**src/logic/phie_pkg.sv**
```systemverilog
package phie_pkg;
    localparam int DATA_W = 32;
    localparam int ADDR_W = 8;
    // register offsets
    localparam logic [7:0] OFS_STATUS_SET = 8'h00;
    localparam logic [7:0] OFS_STATUS_CLEAR = 8'h04;
    localparam logic [7:0] OFS_ENABLE_SET = 8'h08;
    localparam logic [7:0] OFS_ENABLE_CLEAR = 8'h0c;
    localparam logic [7:0] OFS_LINE_STATE = 8'h10;
    // field positions
    localparam int SOFT_LSB = 24;
    localparam int SOFT_MSB = 27;
    localparam int PARITY_BIT = 6;
    localparam int SYSTEM_BIT = 5;
    localparam int INIT_ABORT_BIT = 2;
    localparam int TARGET_ABORT_BIT = 1;
    localparam int WRITE_ZERO_BIT = 31;
    localparam int LINE_PIN_BIT = 0;
    localparam int LINE_PWR_LSB = 8;
    // masks and reset values
    localparam logic [31:0] DEFINED_MASK = 32'h0f00_0066;
    localparam logic [31:0] SOFT_MASK = 32'h0f00_0000;
    localparam logic [31:0] STATUS_RESET = 32'h0000_0000;
    localparam logic [31:0] ENABLE_RESET = 32'h0000_0000;
    localparam logic [1:0] PWR_D0 = 2'h0;

    function automatic logic [31:0] keepDefined(input logic [31:0] value);
        return value & DEFINED_MASK;
    endfunction
endpackage

```
**src/logic/phie_reg_if.sv**
```systemverilog
`timescale 1ns/1ns
interface phie_reg_if;
    logic wrStatusSet;
    logic wrStatusClear;
    logic wrEnableSet;
    logic wrEnableClear;
    logic [31:0] wrData;
    logic [31:0] statusVal;
    logic [31:0] enableVal;
    logic [31:0] lineVal;
    modport port (
        output wrStatusSet, wrStatusClear, wrEnableSet, wrEnableClear, wrData,
        input statusVal, enableVal, lineVal
    );
    modport core (
        input wrStatusSet, wrStatusClear, wrEnableSet, wrEnableClear, wrData,
        output statusVal, enableVal, lineVal
    );
endinterface

```
**src/logic/phie_reg_port.sv**
```systemverilog
`timescale 1ns/1ns
module phie_reg_port
    import phie_pkg::*;
(
    // clock and reset
    input wire logic sys_clk,
    input wire logic nrst,
    // register port
    input wire logic regReq,
    input wire logic regWrite,
    input wire logic [ADDR_W-1:0] regAddr,
    input wire logic [DATA_W-1:0] regWdata,
    output logic [DATA_W-1:0] regRdata,
    output logic regAck,
    // core side
    phie_reg_if.port rif
);
    logic [31:0] rdata_q, rdata_d;
    logic ack_q;
    wire logic wrReq = regReq && regWrite;
    wire logic rdReq = regReq && !regWrite;
    wire logic hitStatus = (regAddr == OFS_STATUS_SET) || (regAddr == OFS_STATUS_CLEAR);

    // write strobes, bit 31 and reserved bits dropped
    assign rif.wrStatusSet = wrReq && (regAddr == OFS_STATUS_SET);
    assign rif.wrStatusClear = wrReq && (regAddr == OFS_STATUS_CLEAR);
    assign rif.wrEnableSet = wrReq && (regAddr == OFS_ENABLE_SET);
    assign rif.wrEnableClear = wrReq && (regAddr == OFS_ENABLE_CLEAR);
    assign rif.wrData = keepDefined(regWdata);

    // read selection, unmapped reads zero
    assign rdata_d = hitStatus ? rif.statusVal :
                     (regAddr == OFS_ENABLE_SET) ? rif.enableVal :
                     (regAddr == OFS_ENABLE_CLEAR) ? (rif.statusVal & rif.enableVal) :
                     (regAddr == OFS_LINE_STATE) ? rif.lineVal : 32'h0000_0000;

    always_ff @(posedge sys_clk or negedge nrst) begin
        if (!nrst) begin
            ack_q <= 1'b0;
            rdata_q <= 32'h0000_0000;
        end else begin
            ack_q <= regReq;
            if (rdReq) begin
                rdata_q <= rdata_d;
            end
        end
    end

    assign regRdata = rdata_q;
    assign regAck = ack_q;
endmodule

```
**src/logic/phie_host_irq.sv**
```systemverilog
`timescale 1ns/1ns
// Functional notes
// - writing one clears software interrupt status bits
// - writing bit 6 clears parity error flag
// - writing bit 5 clears system error flag
// - writing bit 2 clears initiator abort flag
// - writing bit 1 clears target abort flag
// - written zeros leave internal bits unchanged
// - enables change only via set/clear registers
// - pending enabled status in D0 drives pin low
// - pin suppressed in D1, D2, D3
// - enable set ones set enable bits
// - enable clear ones clear enable bits
// - enable set read returns enables
// - enable clear read returns masked status
// - host reaches registers through its windows
// - fixed enable layout, reserved zero, reset zero
// - status set ones set status bits
module phie_host_irq
    import phie_pkg::*;
(
    // clock and reset
    input wire logic sys_clk,
    input wire logic nrst,
    // register port
    input wire logic regReq,
    input wire logic regWrite,
    input wire logic [ADDR_W-1:0] regAddr,
    input wire logic [DATA_W-1:0] regWdata,
    output logic [DATA_W-1:0] regRdata,
    output logic regAck,
    // function power state
    input wire logic [1:0] powerState,
    // error events from bus logic
    input wire logic parityErrEvt,
    input wire logic systemErrEvt,
    input wire logic initAbortEvt,
    input wire logic targetAbortEvt,
    // open-drain host interrupt pin
    input wire logic hostIrqPinIn,
    output logic hostIrqPinOut,
    output logic hostIrqPinOeN
);
    phie_reg_if rif ();

    logic [31:0] status_q, status_d;
    logic [31:0] enable_q, enable_d;
    logic irqOeN_q, irqOeN_d;
    logic pinS1_q, pinS2_q, pinS3_q;
    logic pinLevel_q;

    // register access
    phie_reg_port u_port (
        .sys_clk(sys_clk),
        .nrst(nrst),
        .regReq(regReq),
        .regWrite(regWrite),
        .regAddr(regAddr),
        .regWdata(regWdata),
        .regRdata(regRdata),
        .regAck(regAck),
        .rif(rif)
    );

    // hardware detected events as a status vector
    wire logic [31:0] hwSet = keepDefined({
        25'h0, parityErrEvt, systemErrEvt, 2'h0,
        initAbortEvt, targetAbortEvt, 1'b0});

    wire logic [31:0] statSetVec = rif.wrStatusSet ? rif.wrData : 32'h0000_0000;
    wire logic [31:0] statClrVec = rif.wrStatusClear ? rif.wrData : 32'h0000_0000;
    wire logic [31:0] enSetVec = rif.wrEnableSet ? rif.wrData : 32'h0000_0000;
    wire logic [31:0] enClrVec = rif.wrEnableClear ? rif.wrData : 32'h0000_0000;

    // status: set wins over clear, zeros keep
    assign status_d = keepDefined((status_q & ~statClrVec) | statSetVec | hwSet);

    // enable: reached only through set and clear
    assign enable_d = keepDefined((enable_q & ~enClrVec) | enSetVec);

    // pin drive in D0 only
    wire logic inD0 = (powerState == PWR_D0);
    wire logic pendingAny = |(status_q & enable_q);
    assign irqOeN_d = !(pendingAny && inD0);

    always_ff @(posedge sys_clk or negedge nrst) begin
        if (!nrst) begin
            status_q <= STATUS_RESET;
            enable_q <= ENABLE_RESET;
            irqOeN_q <= 1'b1;
        end else begin
            status_q <= status_d;
            enable_q <= enable_d;
            irqOeN_q <= irqOeN_d;
        end
    end

    // pin level observer, change taken when stages two and three agree
    always_ff @(posedge sys_clk or negedge nrst) begin
        if (!nrst) begin
            pinS1_q <= 1'b1;
            pinS2_q <= 1'b1;
            pinS3_q <= 1'b1;
            pinLevel_q <= 1'b1;
        end else begin
            pinS1_q <= hostIrqPinIn;
            pinS2_q <= pinS1_q;
            pinS3_q <= pinS2_q;
            if (pinS2_q == pinS3_q) begin
                pinLevel_q <= pinS3_q;
            end
        end
    end

    // values seen by the register port
    assign rif.statusVal = status_q;
    assign rif.enableVal = enable_q;
    assign rif.lineVal = {22'h0, powerState, 7'h0, pinLevel_q};

    assign hostIrqPinOut = 1'b0;
    assign hostIrqPinOeN = irqOeN_q;

    // named views of the flags
    wire logic [3:0] softwareIrqFlag = status_q[SOFT_MSB:SOFT_LSB];
    wire logic parityErrorFlag = status_q[PARITY_BIT];
    wire logic systemErrorFlag = status_q[SYSTEM_BIT];
    wire logic initiatorAbortFlag = status_q[INIT_ABORT_BIT];
    wire logic targetAbortFlag = status_q[TARGET_ABORT_BIT];
    wire logic parityErrorIrqEnable = enable_q[PARITY_BIT];
endmodule

```
**config.mk**
```make
export PLATFORM = sky130hd
export DESIGN_NAME = phie_host_irq
export DESIGN_NICKNAME = d
export VERILOG_FILES = /design/src/logic/phie_pkg.sv /design/src/logic/phie_reg_if.sv /design/src/logic/phie_reg_port.sv /design/src/logic/phie_host_irq.sv
export SDC_FILE = /design/constraint.sdc
export NUM_CORES = 1
export LEC_CHECK = 0
export ABC_AREA = 0
export BUFFER_PORTS_ARGS = -buffer_cell sky130_fd_sc_hd__buf_4
export CAP_MARGIN = 40
export CORE_MARGIN = 4
export CORE_UTILIZATION = 45
export DETAILED_ROUTE_END_ITERATION = 16
export PLACE_DENSITY = 0.79
export SLEW_MARGIN = 20
export SYNTH_ARGS = -nofsm -noshare
export SYNTH_HDL_FRONTEND = slang
export SYNTH_SLANG_ARGS = --single-unit
```
**constraint.sdc**
```tcl
create_clock -name sys_clk -period 1.3 [get_ports sys_clk]
set_clock_uncertainty 0.05 [all_clocks]
set_input_delay 0.065 -clock sys_clk [delete_from_list [all_inputs] [get_ports sys_clk]]
set_output_delay 0.065 -clock sys_clk [all_outputs]
set_load 0.03 [all_outputs]
```
==> results.ini <==
[outcome]
status = complete, no violations

[logic_synthesis]
yosys_warnings = 0
syn_avg_cell_area_sq_um = 10.0
async_reset_ff_frac = 1.00
synth_cells = 174
ys_ff_latch = 33
synth_cell_types = 29
ys_seq_area_frac = 0.478
synth.top_cell.area_share = 0.403
synth_edf_count = 0
yosys_most_used_dff = dfrtp_1
synth_area_sq_um = 1740
netlist.top_cell.by_area = dfrtp_1
synth_area_leaders = dfrtp_1 (40%), buf_4 (9.9%), mux2i_1 (9.2%)

[power_and_ir_drop]
irDropWorstVdd_uv = 639
pwr_density_cell_nw_per_um2 = 1080
leakagePower_nw = 1.12

[clocking]
insertion_delay_ns = 0.28
cts_sinks = 33
htreeDepth = 2
post_cts_buffers = 0
clockBufferDepth = 2
cts_buffers = 5
cts_tree = done
root_buffer = clkbuf_8
clk_pin_slew_ns = 0.07

[timing]
slew_violations = 0
setup_slack_ns = 0.0720
rsz0062_at_grt = no
hold_violations = 0
fmax_mhz = 814
setup_viol = 0
period_minus_slack_ns = 1.23
whs_ns = 0.00566
fin_crit_sh = 0.945

[die]
initial_core_util = 0.472
die_area_sq_um = 4920
io_pins = 86
die_y_um = 70.2
core_area_sq_um = 3690
chipWidth_um = 70.2
rows = 22

[setup_path]
startpoint = enable_q[25]
critPathRequiredTime_ns = 1.47
ff2ff_setup_slack_ns = 0.07
start_kind = flip-flop
worstPathMaxFanout = 3
cp-endpoint = hostIrqPinOeN
critPathMaxStageDelay_ns = 0.39
end_kind = flip-flop
cp_data_arrival_time_ns = 1.40
cp_slowest_cell = dfrtp_1
reg2reg_depth = 3
worstReg2RegStart = enable_q[25]
r2r-end = hostIrqPinOeN
path_cells = a22o_1, a221oi_2, a311o_1
critPathKind = reg -> reg

[detailed_routing]
avgRoutedWirePerCell_um = 13.8
drt_first_pass_iters = 5
vias = 1349
first_iter_violations = 35
viasPerCell = 4.98
routed_wl_mm = 3.75
ant_nets = 0
post-route-drc-count = 0

[global_routing]
grt_pass1_vias = 1354
grt_pass1_wl_mm = 6.09
grt_usage = 0.156
grt_overflow = 0
grt_max_degree = 34
grt_antenna_before_repair = 0

[placement]
gp_congestion = 0.771
io_buffers = 39
dp_hpwl_mm = 2.71
dpl_worst_slack_ns = -0.00425

[layout]
syn_to_final_growth_pct = 25.7
final_cell_mix = buf_4 (45), dfrtp_1 (28), conb_1 (22)
drive_gt1_frac = 0.269
fin_nets = 273
antenna_cells = 0
layout_commonest_cell = buf_4

[hold_path]
hp-class = in -> reg

[job]
cap_violations = 0

==> how the worst min path moves through the flow <==
stage            startpoint               end  slack (ns)  depth (start not counted)
2_1_floorplan          nrst       enable_q[1]       -0.28                          0
6_report       parityErrEvt  rif.statusVal[6]       0.006                          3
3_5_place_dp           nrst     u_port.regAck       -0.02                          1
3_3_place_gp           nrst     u_port.regAck       -0.03                          1
5_1_grt        parityErrEvt  rif.statusVal[6]        0.01                          3
4_1_cts        parityErrEvt  rif.statusVal[6]       0.003                          3
==> power breakdown <==
group          leakage [nW]  total, mW  internal [mW]  switching, mW
registers             0.359       1.08           1.06         0.0162
clock network        0.0585      0.973          0.624          0.349
logic                 0.702      0.320          0.110          0.210
total                  1.12       2.37           1.79          0.575
==> kinds of logic after synthesis <==
logic type      Yosys count  share of synthesized area
simple gates             56                      0.181
buf+inv                  43                      0.145
flops                    33                      0.478
compound gates           24                     0.0964
mux                      16                     0.0921
fa+ha+maj                 1                    0.00576
other cells               1                    0.00216
==> cells in the mapped netlist (2+ instances only) <==
master,instances
buf_2,3
nand3_1,8
o22ai_1,8
mux2i_1,16
inv_1,13
nor2b_1,6
clkbuf_1,3
a22oi_1,2
nand4_1,8
nor2_1,5
o21ai_0,3
o31ai_1,8
dfstp_2,5
and2_1,8
nand2_1,15
dfrtp_1,28
buf_4,23
==> repair_timing <==
action,4_1_cts,5_1_grt
hold buffers,5,0
gates resized for setup,1,0
endpoints found under the hold margin,38,0
endpoints found under the setup margin,1,0
==> flip-flops by register name (all words and copies together), names as in the netlist <==
| name | cells |
|---|---|
| rif.statusVal | 8 |
| pinLevel_q | 1 |
| pinS3_q | 1 |
| pinS2_q | 1 |
| enable_q | 8 |
| u_port.regRdata | 11 |
| u_port.regAck | 1 |
| pinS1_q | 1 |
| hostIrqPinOeN | 1 |
==> critical path, delay by kind of cell, from the launching register on <==
family | cells | cell delay (ns)
AO/OA/AOI/OAI | 3 | 0.73
flip-flops | 1 | 0.39
==> stage by stage <==
step | cell area (sq um) | instances | utilization | TNS (ns) | total power [mW]
6_report | 2190 | 271 | 0.593 | 0 | 2.37
5_1_grt | 2190 | 271 | 0.593 | 0 | 2.45
4_1_cts | 2190 | 271 | 0.593 | 0 | 2.38
3_5_place_dp | 2010 | 258 | 0.546 | -0.00425 | 1.40
3_3_place_gp | 2010 | 258 | 0.546 | 0 | 1.40
2_1_floorplan | 1820 | 195 | - | 0 | 1.32
==> metal layers <==
layer	track usage	wire length (um)	part of all wire
met1	0.187	1520	0.40
met2	0.270	1840	0.49
met3	0.0331	318	0.085
met4	0.0660	73	0.019
met5	0	0	0
==> layout make-up <==
cell class,instances,area [sq um]
clock inverter,1,30.0
inverter,13,48.8
timing repair buffer,50,388
fill,335,1500
sequential,33,832
multi-input combinational,119,741
clock buffer,7,86.3
tap,48,60.1
Power figures use the tool's default switching activity.
